$ cat src/rtl/ccs_cfg.svh
// Constants for the converter control and serial configuration port
`ifndef CCS_CFG_SVH
`define CCS_CFG_SVH
// Frame layout
`define CCS_HDR_PATTERN  12'h001
`define CCS_HDR_HI       31
`define CCS_HDR_LO       20
`define CCS_ADDR_HI      19
`define CCS_ADDR_LO      16
`define CCS_DATA_HI      15
`define CCS_FRAME_LAST   5'h1f
// Register addresses
`define CCS_A_CFG        4'h1
`define CCS_A_IOFF       4'h2
`define CCS_A_IFS        4'h3
`define CCS_A_QOFF       4'ha
`define CCS_A_QFS        4'hb
`define CCS_A_DESEN      4'hd
`define CCS_A_COARSE     4'he
// Register index space
`define CCS_NREG         7
`define CCS_IDX_NONE     3'h7
// Power-on reset values
`define CCS_RST_CFG      16'hb2ff
`define CCS_RST_OFF      16'h007f
`define CCS_RST_FS       16'h807f
`define CCS_RST_DESEN    16'h3fff
`define CCS_RST_COARSE   16'h07ff
// Field positions
`define CCS_CFG_PHASE    11
`define CCS_CFG_NDE      10
`define CCS_CFG_SWING    9
`define CCS_CFG_OE       8
`define CCS_OFF_MAG_HI   15
`define CCS_OFF_MAG_LO   8
`define CCS_OFF_SIGN     7
`define CCS_FS_LO        7
`define CCS_DES_EN       15
`define CCS_DES_ACP      14
`define CCS_CRS_IS       15
`define CCS_CRS_ADS      14
`define CCS_CRS_CAM_HI   13
`define CCS_CRS_CAM_LO   11
// Fixed values for normal mode
`define CCS_FS_NOMINAL   9'h100
`define CCS_OFF_NONE     9'h000
`define CCS_CAM_NONE     3'h0
// Timing counts in system clock cycles
`define CCS_CAL_RUN_CYC  32'h0000_0400
`define CCS_FLUSH_CYC    4'he
`define CCS_CNT_ZERO     32'h0000_0000
`define CCS_CNT_ONE      32'h0000_0001
`endif

$ cat src/rtl/ccs_pkg.sv
// Types shared by the converter control and serial configuration port
package ccs_pkg;
  // Control sequencer states
  typedef enum logic [1:0] {
    st_por_wait,
    st_cal,
    st_active,
    st_sleep
  } ccs_state_t;

  // Effective settings presented to the converter core
  typedef struct packed {
    logic       ext_mode;
    logic       sdr_mode;
    logic       ddr_phase_180;
    logic       out_edge_rise;
    logic       swing_normal;
    logic       long_cal_delay;
    logic       full_range_high;
    logic [8:0] i_fullscale;
    logic [8:0] q_fullscale;
    logic [8:0] i_offset;
    logic [8:0] q_offset;
    logic       des_enable;
    logic       des_q_input;
    logic       auto_phase;
    logic       adj_dir_q;
    logic [2:0] coarse_delay;
  } ccs_settings_t;
endpackage : ccs_pkg

$ cat src/rtl/ccs_ctrl_serial_port.sv
// Converter control sequencer, control-mode select and write-only serial register port
//
// Behaviour
// - Sleep pin low means active; high means sleep, data outputs hold last result.
// - Second-channel sleep pin powers down only Q; I keeps converting.
// - No control sleeps I alone; only full sleep disables I.
// - Pipeline results invalid for a while after leaving sleep.
// - Sleep request during calibration waits until calibration completes.
// - Sleep pin high at power-up holds off the power-up calibration delay.
// - Manual calibration request during sleep is dropped, never queued.
// - Calibration skips a sleeping Q channel; host recalibrates after waking it.
// - Normal mode fixes DDR phase at zero; extended mode takes output bits from register.
// - Calibration delay chosen by pin in normal mode, short only in extended.
// - Normal: two shared full-scale choices; extended: 9-bit full scale per channel.
// - No offset in normal mode; extended gives each channel 9-bit offset.
// - Interleave samples I only in normal mode; extended selects either input.
// - Interleave phase automatic in normal; extended uses auto bit or manual delay.
// - Power-on reset loads the documented extended-mode defaults.
// - Serial port accepts frames only in extended mode.
// - Serial data sampled on each serial clock rise while select low.
// - Frame is 32 bits MSB first: header 001h, 4-bit address, 16 data.
// - Next frame may start on the 33rd clock without releasing select.
// - Address decode maps seven registers; all other codes reserved.
// - Registers are write-only, nothing reads back.
// - In normal mode register contents do not affect behaviour.
`timescale 1ns/1ps
`include "ccs_cfg.svh"

module ccs_ctrl_serial_port #(
  parameter logic [31:0] CAL_SHORT_CYC = 32'h0200_0000,
  parameter logic [31:0] CAL_LONG_CYC  = 32'h8000_0000
) (
  // Clock and reset
  input  wire logic                  sys_clk_in,
  input  wire logic                  srst_in,
  // Control pins
  input  wire logic                  sleep_request_pin_in,
  input  wire logic                  second_channel_sleep_pin_in,
  input  wire logic                  range_or_control_mode_pin_in,
  input  wire logic                  control_mode_float_in,
  input  wire logic                  sdr_select_pin_in,
  input  wire logic                  out_edge_pin_in,
  input  wire logic                  output_swing_pin_in,
  input  wire logic                  cal_delay_pin_in,
  input  wire logic                  interleave_pin_in,
  input  wire logic                  cal_request_pin_in,
  // Serial configuration pins
  input  wire logic                  cfg_serial_clk_in,
  input  wire logic                  cfg_serial_in,
  input  wire logic                  cfg_select_n_in,
  // Converter core samples
  input  wire logic [7:0]            sample_i_in,
  input  wire logic [7:0]            sample_q_in,
  // Status and data
  output logic                       cal_running_out,
  output logic                       i_awake_out,
  output logic                       q_awake_out,
  output logic                       q_cal_valid_out,
  output logic                       pipe_valid_out,
  output logic [7:0]                 data_i_out,
  output logic [7:0]                 data_q_out,
  // Effective settings
  output ccs_pkg::ccs_settings_t     settings_out
);

  ////////////////////////////////////////////////////////////////////////////
  // Functions

  // Address to register index; reserved codes give the none index
  function automatic logic [2:0] addr_to_idx(input logic [3:0] addr);
    case (addr)
      `CCS_A_CFG:    addr_to_idx = 3'h0;
      `CCS_A_IOFF:   addr_to_idx = 3'h1;
      `CCS_A_IFS:    addr_to_idx = 3'h2;
      `CCS_A_QOFF:   addr_to_idx = 3'h3;
      `CCS_A_QFS:    addr_to_idx = 3'h4;
      `CCS_A_DESEN:  addr_to_idx = 3'h5;
      `CCS_A_COARSE: addr_to_idx = 3'h6;
      default:       addr_to_idx = `CCS_IDX_NONE;
    endcase
  endfunction : addr_to_idx

  // Power-on value of each register index
  function automatic logic [15:0] rst_value(input logic [2:0] idx);
    case (idx)
      3'h0:    rst_value = `CCS_RST_CFG;
      3'h1:    rst_value = `CCS_RST_OFF;
      3'h2:    rst_value = `CCS_RST_FS;
      3'h3:    rst_value = `CCS_RST_OFF;
      3'h4:    rst_value = `CCS_RST_FS;
      3'h5:    rst_value = `CCS_RST_DESEN;
      default: rst_value = `CCS_RST_COARSE;
    endcase
  endfunction : rst_value

  ////////////////////////////////////////////////////////////////////////////
  // Pin synchronisers

  localparam int NSYNC = 13;
  logic [NSYNC-1:0] pin_raw;
  logic [NSYNC-1:0] pin_meta_reg;
  logic [NSYNC-1:0] pin_sync_reg;
  logic             sclk_prev_reg;
  logic             cal_req_prev_reg;

  assign pin_raw = {sleep_request_pin_in, second_channel_sleep_pin_in,
                    range_or_control_mode_pin_in, control_mode_float_in,
                    sdr_select_pin_in, out_edge_pin_in, output_swing_pin_in,
                    cal_delay_pin_in, interleave_pin_in, cal_request_pin_in,
                    cfg_serial_clk_in, cfg_serial_in, cfg_select_n_in};

  // Two flops on every pin; serial pins share the same delay so data stays aligned.
  // No reset here: a sleep pin already high must be seen right after reset,
  // otherwise the power-up delay counter would creep forward for two cycles
  always_ff @(posedge sys_clk_in) begin
    pin_meta_reg <= pin_raw;
    pin_sync_reg <= pin_meta_reg;
  end

  logic sleep_s;
  logic qsleep_s;
  logic range_s;
  logic ext_s;
  logic sdr_s;
  logic edge_s;
  logic swing_s;
  logic caldly_s;
  logic des_s;
  logic calreq_s;
  logic sclk_s;
  logic sdi_s;
  logic sel_n_s;

  assign {sleep_s, qsleep_s, range_s, ext_s, sdr_s, edge_s, swing_s,
          caldly_s, des_s, calreq_s, sclk_s, sdi_s, sel_n_s} = pin_sync_reg;

  // Edge history taken from the synchronised copies only
  always_ff @(posedge sys_clk_in) begin
    if (srst_in) begin
      sclk_prev_reg    <= 1'b0;
      cal_req_prev_reg <= 1'b0;
    end else begin
      sclk_prev_reg    <= sclk_s;
      cal_req_prev_reg <= calreq_s;
    end
  end

  logic sclk_rise;
  logic cal_req_rise;
  assign sclk_rise    = sclk_s & ~sclk_prev_reg;
  assign cal_req_rise = calreq_s & ~cal_req_prev_reg;

  ////////////////////////////////////////////////////////////////////////////
  // Serial frame receiver

  logic [31:0] shift_reg;
  logic [31:0] shift_next;
  logic [4:0]  bit_cnt_reg;
  logic        shift_en;
  logic        frame_done;
  logic        frame_ok;
  logic [2:0]  wr_idx;

  // Port is dead in normal mode, select high restarts the frame
  assign shift_en   = ext_s & ~sel_n_s & sclk_rise;
  assign shift_next = {shift_reg[30:0], sdi_s};
  assign frame_done = shift_en & (bit_cnt_reg == `CCS_FRAME_LAST);
  assign wr_idx     = addr_to_idx(shift_next[`CCS_ADDR_HI:`CCS_ADDR_LO]);
  assign frame_ok   = frame_done &
                      (shift_next[`CCS_HDR_HI:`CCS_HDR_LO] == `CCS_HDR_PATTERN) &
                      (wr_idx != `CCS_IDX_NONE);

  // Bit counter wraps after 32 bits so the 33rd clock opens a new frame
  always_ff @(posedge sys_clk_in) begin
    if (srst_in || !ext_s || sel_n_s) begin
      bit_cnt_reg <= '0;
    end else if (shift_en) begin
      bit_cnt_reg <= bit_cnt_reg + 5'h01;
    end
  end

  always_ff @(posedge sys_clk_in) begin
    if (srst_in) begin
      shift_reg <= '0;
    end else if (shift_en) begin
      shift_reg <= shift_next;
    end
  end

  ////////////////////////////////////////////////////////////////////////////
  // Write-only register file, no read path exists at all

  logic [15:0] regfile_reg [`CCS_NREG];

  generate
    for (genvar g = 0; g < `CCS_NREG; g++) begin : g_reg
      always_ff @(posedge sys_clk_in) begin
        if (srst_in) begin
          regfile_reg[g] <= rst_value(3'(g));
        end else if (frame_ok && wr_idx == 3'(g)) begin
          regfile_reg[g] <= shift_next[`CCS_DATA_HI:0];
        end
      end
    end
  endgenerate

  logic [15:0] cfg_r;
  logic [15:0] ioff_r;
  logic [15:0] ifs_r;
  logic [15:0] qoff_r;
  logic [15:0] qfs_r;
  logic [15:0] desen_r;
  logic [15:0] coarse_r;
  assign cfg_r    = regfile_reg[0];
  assign ioff_r   = regfile_reg[1];
  assign ifs_r    = regfile_reg[2];
  assign qoff_r   = regfile_reg[3];
  assign qfs_r    = regfile_reg[4];
  assign desen_r  = regfile_reg[5];
  assign coarse_r = regfile_reg[6];

  ////////////////////////////////////////////////////////////////////////////
  // Effective settings: pins in normal mode, registers in extended mode

  ccs_pkg::ccs_settings_t set_next;

  always_comb begin
    set_next = '0;
    set_next.ext_mode = ext_s;
    if (ext_s) begin
      set_next.sdr_mode      = cfg_r[`CCS_CFG_NDE];
      set_next.ddr_phase_180 = cfg_r[`CCS_CFG_PHASE];
      set_next.out_edge_rise = cfg_r[`CCS_CFG_OE];
      set_next.swing_normal  = cfg_r[`CCS_CFG_SWING];
      set_next.long_cal_delay = 1'b0;
      set_next.i_fullscale   = ifs_r[`CCS_DATA_HI:`CCS_FS_LO];
      set_next.q_fullscale   = qfs_r[`CCS_DATA_HI:`CCS_FS_LO];
      set_next.i_offset      = {ioff_r[`CCS_OFF_SIGN],
                                ioff_r[`CCS_OFF_MAG_HI:`CCS_OFF_MAG_LO]};
      set_next.q_offset      = {qoff_r[`CCS_OFF_SIGN],
                                qoff_r[`CCS_OFF_MAG_HI:`CCS_OFF_MAG_LO]};
      set_next.des_enable    = desen_r[`CCS_DES_EN];
      set_next.des_q_input   = coarse_r[`CCS_CRS_IS];
      set_next.auto_phase    = desen_r[`CCS_DES_ACP];
      set_next.adj_dir_q     = coarse_r[`CCS_CRS_ADS];
      set_next.coarse_delay  = coarse_r[`CCS_CRS_CAM_HI:`CCS_CRS_CAM_LO];
    end else begin
      // Register contents are simply not looked at here
      set_next.sdr_mode      = sdr_s;
      set_next.ddr_phase_180 = 1'b0;
      set_next.out_edge_rise = edge_s;
      set_next.swing_normal  = swing_s;
      set_next.long_cal_delay = caldly_s;
      set_next.full_range_high = range_s;
      set_next.i_fullscale   = `CCS_FS_NOMINAL;
      set_next.q_fullscale   = `CCS_FS_NOMINAL;
      set_next.i_offset      = `CCS_OFF_NONE;
      set_next.q_offset      = `CCS_OFF_NONE;
      set_next.des_enable    = des_s;
      set_next.des_q_input   = 1'b0;
      set_next.auto_phase    = 1'b1;
      set_next.adj_dir_q     = 1'b0;
      set_next.coarse_delay  = `CCS_CAM_NONE;
    end
  end

  always_ff @(posedge sys_clk_in) begin
    if (srst_in) begin
      settings_out <= '0;
    end else begin
      settings_out <= set_next;
    end
  end

  ////////////////////////////////////////////////////////////////////////////
  // Power and calibration sequencer

  ccs_pkg::ccs_state_t state_reg;
  ccs_pkg::ccs_state_t state_next;
  logic [31:0]         dly_cnt_reg;
  logic [31:0]         cal_cnt_reg;
  logic [31:0]         dly_target;
  logic                dly_done;
  logic                cal_done;

  // Extended mode always uses the short delay
  assign dly_target = (ext_s || !caldly_s) ? CAL_SHORT_CYC : CAL_LONG_CYC;
  assign dly_done   = (dly_cnt_reg >= dly_target - `CCS_CNT_ONE);
  assign cal_done   = (cal_cnt_reg == `CCS_CAL_RUN_CYC - `CCS_CNT_ONE);

  always_comb begin
    state_next = state_reg;
    case (state_reg)
      ccs_pkg::st_por_wait: begin
        if (!sleep_s && dly_done) begin
          state_next = ccs_pkg::st_cal;
        end
      end
      ccs_pkg::st_cal: begin
        // A sleep request is only honoured once the run is over
        if (cal_done) begin
          state_next = sleep_s ? ccs_pkg::st_sleep : ccs_pkg::st_active;
        end
      end
      ccs_pkg::st_active: begin
        if (sleep_s) begin
          state_next = ccs_pkg::st_sleep;
        end else if (cal_req_rise) begin
          state_next = ccs_pkg::st_cal;
        end
      end
      ccs_pkg::st_sleep: begin
        // Requests seen here are dropped, nothing remembers them
        if (!sleep_s) begin
          state_next = ccs_pkg::st_active;
        end
      end
      default: state_next = ccs_pkg::st_por_wait;
    endcase
  end

  always_ff @(posedge sys_clk_in) begin
    if (srst_in) begin
      state_reg <= ccs_pkg::st_por_wait;
    end else begin
      state_reg <= state_next;
    end
  end

  // Delay counter frozen while the sleep pin is high after power-up
  always_ff @(posedge sys_clk_in) begin
    if (srst_in) begin
      dly_cnt_reg <= `CCS_CNT_ZERO;
    end else if (state_reg == ccs_pkg::st_por_wait && !sleep_s && !dly_done) begin
      dly_cnt_reg <= dly_cnt_reg + `CCS_CNT_ONE;
    end
  end

  always_ff @(posedge sys_clk_in) begin
    if (srst_in || state_reg != ccs_pkg::st_cal) begin
      cal_cnt_reg <= `CCS_CNT_ZERO;
    end else begin
      cal_cnt_reg <= cal_cnt_reg + `CCS_CNT_ONE;
    end
  end

  // Q counts as calibrated only if it was awake for a whole run
  logic q_cal_ok_reg;
  logic q_slept_in_cal_reg;
  always_ff @(posedge sys_clk_in) begin
    if (srst_in || state_reg != ccs_pkg::st_cal) begin
      q_slept_in_cal_reg <= 1'b0;
    end else if (qsleep_s) begin
      q_slept_in_cal_reg <= 1'b1;
    end
  end

  always_ff @(posedge sys_clk_in) begin
    if (srst_in) begin
      q_cal_ok_reg <= 1'b0;
    end else if (state_reg == ccs_pkg::st_cal && cal_done &&
                 !qsleep_s && !q_slept_in_cal_reg) begin
      q_cal_ok_reg <= 1'b1;
    end else if (qsleep_s) begin
      q_cal_ok_reg <= 1'b0;
    end
  end

  ////////////////////////////////////////////////////////////////////////////
  // Output data hold and pipeline flush

  logic [3:0] flush_cnt_reg;

  // Flush counter reloads while asleep; pipeline holds stale samples until it drains
  always_ff @(posedge sys_clk_in) begin
    if (srst_in) begin
      flush_cnt_reg <= `CCS_FLUSH_CYC;
    end else if (state_reg == ccs_pkg::st_sleep) begin
      flush_cnt_reg <= `CCS_FLUSH_CYC;
    end else if (state_reg == ccs_pkg::st_active && flush_cnt_reg != 4'h0) begin
      flush_cnt_reg <= flush_cnt_reg - 4'h1;
    end
  end

  // Only full sleep stops I; there is no separate I sleep input
  always_ff @(posedge sys_clk_in) begin
    if (srst_in) begin
      data_i_out <= '0;
    end else if (state_reg == ccs_pkg::st_active) begin
      data_i_out <= sample_i_in;
    end
  end

  always_ff @(posedge sys_clk_in) begin
    if (srst_in) begin
      data_q_out <= '0;
    end else if (state_reg == ccs_pkg::st_active && !qsleep_s) begin
      data_q_out <= sample_q_in;
    end
  end

  assign cal_running_out = (state_reg == ccs_pkg::st_cal);
  assign i_awake_out     = (state_reg != ccs_pkg::st_sleep);
  assign q_awake_out     = i_awake_out & ~qsleep_s;
  assign q_cal_valid_out = q_cal_ok_reg;
  assign pipe_valid_out  = (state_reg == ccs_pkg::st_active) && (flush_cnt_reg == 4'h0);
endmodule : ccs_ctrl_serial_port

$ cat config.mk
export PLATFORM = sky130hd
export DESIGN_NAME = ccs_ctrl_serial_port
export DESIGN_NICKNAME = d
export VERILOG_FILES = /design/src/rtl/ccs_pkg.sv /design/src/rtl/ccs_ctrl_serial_port.sv
export VERILOG_INCLUDE_DIRS = /design/src /design/src/rtl
export SDC_FILE = /design/constraint.sdc
export NUM_CORES = 1
export LEC_CHECK = 0
export BUFFER_PORTS_ARGS = -buffer_cell sky130_fd_sc_hd__buf_2
export CORE_ASPECT_RATIO = 0.6
export CORE_MARGIN = 4
export CORE_UTILIZATION = 40
export DETAILED_ROUTE_END_ITERATION = 7
export PLACE_DENSITY_LB_ADDON = 0.2
export SYNTH_ARGS = -nofsm -noshare
export SYNTH_HDL_FRONTEND = slang
export SYNTH_SLANG_ARGS = --single-unit
export TNS_END_PERCENT = 1
$ cat constraint.sdc
create_clock -name sys_clk_in -period 4.4 [get_ports sys_clk_in]
set_clock_uncertainty 0.2 [all_clocks]
set_input_delay 0.44 -clock sys_clk_in [delete_from_list [all_inputs] [get_ports sys_clk_in]]
set_output_delay 0.44 -clock sys_clk_in [all_outputs]
set_load 0.05 [all_outputs]
# Yosys cells after proc, flatten, opt, wreduce, memory -nomap -nowiden

Memory sizes are Yosys's and may differ from the RTL's.
Cells that the tools add are included.

Muxes and demuxes: 43
Bitwise logic cells: 20
$add $sub $neg: 5
$lt $le $gt $ge: 1
Reduce and logical (&&, ||, !) cells: 35
Equality and inequality tests: 26

Operators by type and width:

| cell                  | number |
|---|---|
| $mux 16               | 7 |
| $add 32x1->32 const B | 2 |
| $mux 43               | 1 |
| $eq 32x10->1 const B  | 1 |
| $ge 32x32->1          | 1 |
| $mux 32               | 1 |
| $sub 32x1->32 const B | 1 |
| $mux 1                | 26 |
| $pmux 3 s7            | 1 |
| $eq 4x4->1 const B    | 4 |
| $logic_and 1x1->1     | 16 |
| $eq 12x1->1 const B   | 1 |
| $mux 2                | 5 |
| $eq 3x3->1 const B    | 3 |
| $and 1x1->1           | 8 |
| $eq 4x2->1 const B    | 2 |
| $pmux 2 s4            | 1 |
| $or 1x1->1            | 7 |
| $eq 3x2->1 const B    | 2 |
| $logic_not 1->1       | 6 |
| $ne 2x2->1 const B    | 3 |
| $ne 3x3->1 const B    | 2 |
| $reduce_or 2->1       | 3 |
| $add 5x1->5 const B   | 1 |
| other kinds (16)      | 25 |

Bits of input ports: 31
Logic and storage cells: 163
Bits in registers: 202
Bits in writable memories: 112
Output and inout port bits: 71
Memories: 1

Memories:

| name        | words | bits a word | read ports | clocked after memory_dff | wr ports | line                        | source |
|---|---|---|---|---|---|---|---|
| regfile_reg | 7     | 16          | 7          | 0                        | 7        | ccs_ctrl_serial_port.sv:193 | `` logic [15:0] regfile_reg [`CCS_NREG]; `` |

# Longest topological paths before layout

Gate-level depths: netlist (run 1).

Depth in word-level cells: 11
Mapped depth: 10
Depth with buffers taken out: 8

# Least setup slack after synthesis (run 1)

No wires, ideal clock.

Kind: reg-to-reg
Start point: reg pin_sync_reg[9]
End point: reg dly_cnt_reg[15]
Clock period less this slack: 3.010 ns
Slack: 1.390 ns
Stages on the path, launching flop included: 9
Path buffers: 1
Data required time: 4.130 ns
Data arrival time: 2.740 ns
Setup time: 0.070 ns
Path through: dfxtp_1 -> clkbuf_1 -> nand2b_1 -> ha_1 -> a21o_1 -> a2111oi_1 -> nand4_1 -> or4_1 -> a21oi_1

Cells in the longest elaborated chain, start to end: 6

RTL lines:

| element                 | line                        | source |
|---|---|---|
| start, declared         | ccs_ctrl_serial_port.sv:102 | `logic [NSYNC-1:0] pin_sync_reg;` |
| start signal, assigned  | ccs_ctrl_serial_port.sv:117 | `pin_sync_reg <= pin_meta_reg;` |
| $logic_or 1x1->1        | ccs_ctrl_serial_port.sv:287 | `assign dly_target = (ext_s \|\| !caldly_s) ? CAL_SHORT_CYC : CAL_LONG_CYC;` |
| $mux 32                 | ccs_ctrl_serial_port.sv:287 |  |
| $sub 32x1->32 (no line) | n/a                         |  |
| $ge 32x32->1 (no line)  | n/a                         |  |
| $logic_not 1->1         | ccs_ctrl_serial_port.sv:334 | `end else if (state_reg == ccs_pkg::st_por_wait && !sleep_s && !dly_done) begin` |
| $logic_and 1x1->1       | ccs_ctrl_serial_port.sv:334 |  |
| end signal, assigned    | ccs_ctrl_serial_port.sv:333 | `` dly_cnt_reg <= `CCS_CNT_ZERO; `` |
| end signal, assigned    | ccs_ctrl_serial_port.sv:335 | `` dly_cnt_reg <= dly_cnt_reg + `CCS_CNT_ONE; `` |
| end, declared           | ccs_ctrl_serial_port.sv:280 | `logic [31:0] dly_cnt_reg;` |

No other way between the ends.
A chain may end at the register's enable or synchronous reset.

# Worst setup path in the final report (run 1)

Start point: reg pin_sync_reg[9]
End point: reg dly_cnt_reg[22]

The elaborated chain is that of the path after synthesis.

==> run_results.csv, run 1 <==
group,metric,value,unit
placed_design,dp_hpwl,14.1,mm
sta,max_slew.worst_pin.slew,1.08,ns
setup_path,crit_path_start_kind,"flip-flop",
clock_network,clkSinkCount,249,
setup_path,crit_path_end_kind,"flip-flop",
global_routing,antenna_found_initial,0,
detailed_routing,num_vias,7060,
sta,setup_viol,0,
yosys,async_reset_ff_frac,0,
sta,totalNegativeSetupSlack,0,ns
yosys,synthFlopType,"dfxtp_1",
yosys,seq_area_frac_synth,0.575,
yosys,ys_types,66,
power,p_seq_frac,0.519,
global_routing,grt_use_total,0.157,
final_layout,ff_latch_area,0.00546,mm²
yosys,synthCells,952,
setup_path,cp_slowest_cell,"nor4_4",
clock_network,cts-root-buf,"clkbuf_16",
clock_network,numCtsBuffers,24,
yosys,syn-num-nets,994,
setup_path,cp.required,4.59,ns
final_layout,multi_input_area,0.00382,mm²
floorplanning,core_area,0.0232,mm²
sta,hold_viol_final,0,
sta,rsz0062_at_grt,"false",
power,internal_power,3600,µW
final_layout,drive_above_1_share,0.155,
sta,min_period_over_period,0.751,
setup_path,worstPathArrival,3.50,ns
flow_run,drv_cap,0,
setup_path,cp_max_fo,25,
global_routing,grt_pass1_wl,34.3,mm
setup_path,path_cells,"nand2b_1, ha_1, and4b_1, nand4_2, nor4_4, buf_4, nor4b_2, mux2_1",
power,power.density,407,mW/mm²
final_layout,nets,1112,
clock_network,cts_buffer_depth,3,
global_routing,overflow,0,
detailed_routing,drc,0,
yosys,synth-edff-count,47,
sta,fin_crit,3.31,ns
detailed_routing,drt_iter0_markers,366,
detailed_routing,vias_per_cell,5.04,
power,netSwitchingPower,1030,µW
final_layout,fillers,2189,
floorplanning,start_util,0.408,
power,totalPowerFinal,4620,µW
detailed_routing,drt_pass1_iterations,5,
final_layout,num_antenna_cells,0,
floorplanning,die-width,207,µm
setup_path,critPathMaxStageDelay,0.67,ns
yosys,synth_seq_cells,249,
clock_network,clock_latency,0.50,ns
global_routing,grt_max_degree,60,
final_layout,areaGrowthSynthToFinish,19.5,%
detailed_routing,wl_per_cell,14.8,µm
floorplanning,die_h,127,µm
sta,hold_slack,0.126,ns
placed_design,port_buffers,101,
yosys,synth_warnings,0,
power,combPwrFrac,0.046,
power,p_leak,0.00420,µW
clock_network,htree_levels,1,
worst_hold_path,hold_class,"reg2reg",
sta,max_freq,0.302,GHz
floorplanning,rows,43,
detailed_routing,wl,20.8,mm
floorplanning,dieArea,0.0263,mm²
power,power.share.clock,0.435,
setup_path,critical_path.top_delay_family,"simple AND/OR/NAND/NOR gates",
yosys,netlist_area,0.00949,mm²
clock_network,cts.clk_slew.worst_paths,0.07,ns
yosys,syn_area_per_cell,9.97,µm²
power,ir_drop,0.292,mV
setup_path,timing_worst_setup_path_type,"reg2reg",
sta,relSlewSlack,0.280,
placed_design,gp_congestion,0.789,
final_layout,largest_reg_flops,50,
sta,drv_slew,0,
clock_network,cts_tree,"built",
run_status,status,"finished, final reports clean",
global_routing,first_global_vias,6488,
detailed_routing,ant_nets,0,
power,p_sw_frac,0.222,
setup_path,cp_num_buf_inv,1,
floorplanning,pin_count,102,
==> path summary, 6_finish.rpt <==
kind                    from  cells past startpoint  slack [ns]              end
min reg2reg  pin_meta_reg[1]                      0        0.13  pin_sync_reg[1]
min          pin_meta_reg[1]                      0        0.13  pin_sync_reg[1]
max reg2reg  pin_sync_reg[9]                      8        1.09  dly_cnt_reg[22]
max          pin_sync_reg[9]                      8        1.09  dly_cnt_reg[22]
==> metrics by stage <==
step                 util  area [µm²]  setup WS [ns]  cells
floorplan               -        9490           1.39    952
global placement    0.442       10300           1.20   1330
detailed placement  0.442       10300           1.10   1330
CTS                 0.488       11300           1.10   1402
global route        0.488       11300          0.868   1402
finish              0.488       11300           1.09   1402
==> cells in the final DEF, fill, tap and decap left out, drive strengths merged, types with 22 or more instances in the layout <==
cell type,n
dfxtp,202
xor2,22
and2,85
o21ai,27
buf,107
a21oi,85
edfxtp,47
nor2,63
dlygate4sd3,29
nand3,29
nand4,29
clkbuf,33
nand2,128
==> power groups by stage <==
stage	registers, µW	clock network (µW)	logic (µW)
5_1_grt	2400	2160	232
6_report	2400	2010	215
3_3_place_gp	2450	0	195
4_1_cts	2400	2060	216
2_1_floorplan	2510	0	71.0
3_5_place_dp	2450	0	196
==> metal layers <==
metal  track usage  part of all wire  up-vias
met4        0.0330             0.016        0
met2         0.205              0.36      171
met1         0.262              0.56     3280
met5             0                 0        -
met3        0.0337             0.062       27
li1              -                 -     3582
==> repair_timing <==
| item | in CTS | in global routing |
|---|---|---|
| hold buffers | 29 | 0 |
| hold endpoints to repair | 29 | 0 |
| resized for setup | 0 | 0 |
| setup buffers | 0 | 0 |
==> worst reg2reg max path: cells and delay by family, from the launching register on <==
| family | cells | cell delay [ns] |
|---|---|---|
| buf+inv | 1 | 0.38 |
| mux | 1 | 0.33 |
| simple gates | 5 | 1.57 |
| flops | 1 | 0.31 |
| fa+ha+maj | 1 | 0.42 |
==> cell usage after synthesis (10+ instances only) <==
cell type  instances  area share
ha_1              11       0.014
o21ai_0           15      0.0079
nor3_1            10      0.0053
dfxtp_1          202        0.43
nand4_1           28       0.018
inv_1             14      0.0055
edfxtp_1          47        0.15
nand2_1          127       0.050
a21oi_1           85       0.045
and2_1            85       0.056
o21ai_1           11      0.0058
nor2_1            62       0.025
clkbuf_1          34       0.013
nand3_1           28       0.015
nor4_1            12      0.0079
o31ai_1           16       0.013
xor2_1            22       0.020
or4_1             20       0.016
nor2b_1           10      0.0066
==> kinds of logic after synthesis <==
family	count (synthesis)	synth area share
xor+xnor	29	0.0268
compound gates	151	0.0957
simple gates	444	0.253
buf+inv	58	0.0244
mux	10	0.0113
flops	249	0.575
fa+ha+maj	11	0.0145
==> final cells by class <==
cell class / instances / area share
tap: 315 / 0.0347
inverter: 14 / 0.00463
sequential: 249 / 0.481
clock inverter: 10 / 0.00794
clock buffer: 33 / 0.0604
timing repair buffer: 136 / 0.0743
multi-input combinational: 645 / 0.337
(Power assumes the default switching activity.)
==> inputs of run 2 (changes only) <==
clock period = 2.7 ns   (was 4.4 ns; I/O delays follow)
==> run_results.csv, run 2 (synthesized netlist as in run 1, its figures left out) <==
group,metric,value,unit
run_status,status,"finished, final reports clean",
placed_design,gp_congestion,0.838,
sta,relSlewSlack,0.519,
setup_path,timing_worst_setup_path_type,"reg2reg",
detailed_routing,drt_iter0_markers,539,
detailed_routing,ant_nets,0,
final_layout,most-common-layout-cells,"dfxtp_1, nand2_1, buf_2, a21oi_1, and2_1",
clock_network,clock_latency,0.52,ns
power,p_leak,0.00439,µW
floorplanning,die_h,127,µm
detailed_routing,drc,0,
clock_network,cts_buffer_depth,3,
floorplanning,pin_count,102,
global_routing,grt_max_degree,108,
setup_path,r2r_cells,8,
floorplanning,rows,43,
final_layout,design_area,0.0117,mm²
clock_network,cts.clk_slew.worst_paths,0.06,ns
setup_path,crit_path_start_kind,"flip-flop",
power,power.density,645,mW/mm²
sta,max_slew.worst_pin.slew,0.715,ns
detailed_routing,num_vias,7212,
final_layout,utilization,0.503,
global_routing,grt_pass1_wl,35.9,mm
worst_hold_path,whs_path_depth,3,
floorplanning,start_util,0.408,
sta,rsz0062_at_grt,"true",
placed_design,port_buffers,101,
global_routing,first_global_vias,6681,
final_layout,largest_reg_flops,50,
sta,hold_viol_final,0,
detailed_routing,wl_per_cell,15.4,µm
final_layout,num_antenna_cells,0,
clock_network,htree_levels,1,
detailed_routing,wl,22.0,mm
power,ir_drop,0.432,mV
placed_design,dp.cells,1364,
sta,max_freq,0.382,GHz
clock_network,numCtsBuffers,24,
flow_run,drv_cap,0,
global_routing,overflow,0,
detailed_routing,vias_per_cell,5.02,
placed_design,placedInstanceArea,0.0106,mm²
sta,fin_crit,2.62,ns
global_routing,antenna_found_initial,1,
placed_design,dp_hpwl,15.1,mm
final_layout,drive_above_1_share,0.181,
setup_path,worstPathArrival,2.85,ns
final_layout,areaGrowthSynthToFinish,23.2,%
setup_path,cp.required,2.94,ns
final_layout,nets,1146,
clock_network,cts_tree,"built",
global_routing,grt_use_total,0.167,
detailed_routing,drt_pass1_iterations,5,
worst_hold_path,hold_class,"in2reg",
setup_path,cp_max_fo,27,
setup_path,crit_path_end_kind,"flip-flop",
sta,drv_slew,0,
clock_network,cts-root-buf,"clkbuf_16",
clock_network,clkSinkCount,249,
floorplanning,dieArea,0.0263,mm²
final_layout,finalNonFillerCells,1436,
sta,setup_viol,0,
floorplanning,die-width,207,µm
sta,min_period_over_period,0.969,
floorplanning,core_area,0.0232,mm²
final_layout,fillers,2157,
final_layout,final_common_cell,"dfxtp_1",
-- run 2: final timing paths --
kind | slack (ns) | endpoint | startpoint
max | 0.08 | dly_cnt_reg[26] | pin_sync_reg[9]
min | 0.1 | shift_reg[15] | srst_in
max reg2reg | 0.08 | dly_cnt_reg[26] | pin_sync_reg[9]
min reg2reg | 0.12 | pin_sync_reg[11] | pin_meta_reg[11]
-- run 2: report_power, final --
part | total [µW] | leakage [µW] | internal, µW | switching (µW)
clock network | 3270 | 0.000370 | 1920 | 1350
registers | 3910 | 0.00209 | 3870 | 33.6
logic | 375 | 0.00193 | 124 | 251
-- run 2: area by class of cell --
class | count | area [µm²] | share of cell area
tap | 315 | 394 | 0.0337
timing repair buffer | 170 | 1140 | 0.0971
sequential | 249 | 5460 | 0.466
clock buffer | 36 | 677 | 0.0579
multi-input combinational | 645 | 3890 | 0.333
inverter | 14 | 52.6 | 0.00449
clock inverter | 7 | 86.3 | 0.00738
-- run 2: stage by stage --
step | setup TNS, ns | setup WS, ns | hold slack [ns] | total power, µW
finish | 0 | 0.0846 | 0.0962 | 7550
global route | -0.00393 | -0.00304 | 0.119 | 7830
CTS | 0 | 0.0753 | 0.104 | 7660
detailed placement | 0 | 0.0887 | 0.112 | 4330
global placement | 0 | 0.159 | 0.111 | 4330
floorplan | 0 | 0.0192 | 0.0977 | 4210
-- run 2: repair_timing --
action	CTS	global route
endpoints found under the hold margin	29	0
endpoints found under the setup margin	0	6
resized for setup	0	4
setup buffers	0	0
hold buffers	29	0
-- run 2: worst max-delay path, stage by stage (launching register included) --
cell and delay, ns:
dfxtp_1 0.31, nand2b_4 0.18, ha_4 0.18, or4_4 0.43, a211oi_4 0.25, nand2_2 0.13, buf_12 0.18, or4_1 0.50
a21oi_1 0.16
-- run 2: layer usage --
| layer | up-vias | GRT usage | wire length [µm] |
|---|---|---|---|
| li1 | 3648 | - | - |
| met1 | 3326 | 0.279 | 12100 |
| met2 | 214 | 0.212 | 7960 |
| met3 | 24 | 0.0388 | 1570 |
| met4 | 0 | 0.0353 | 389 |
| met5 | - | 0 | 0 |
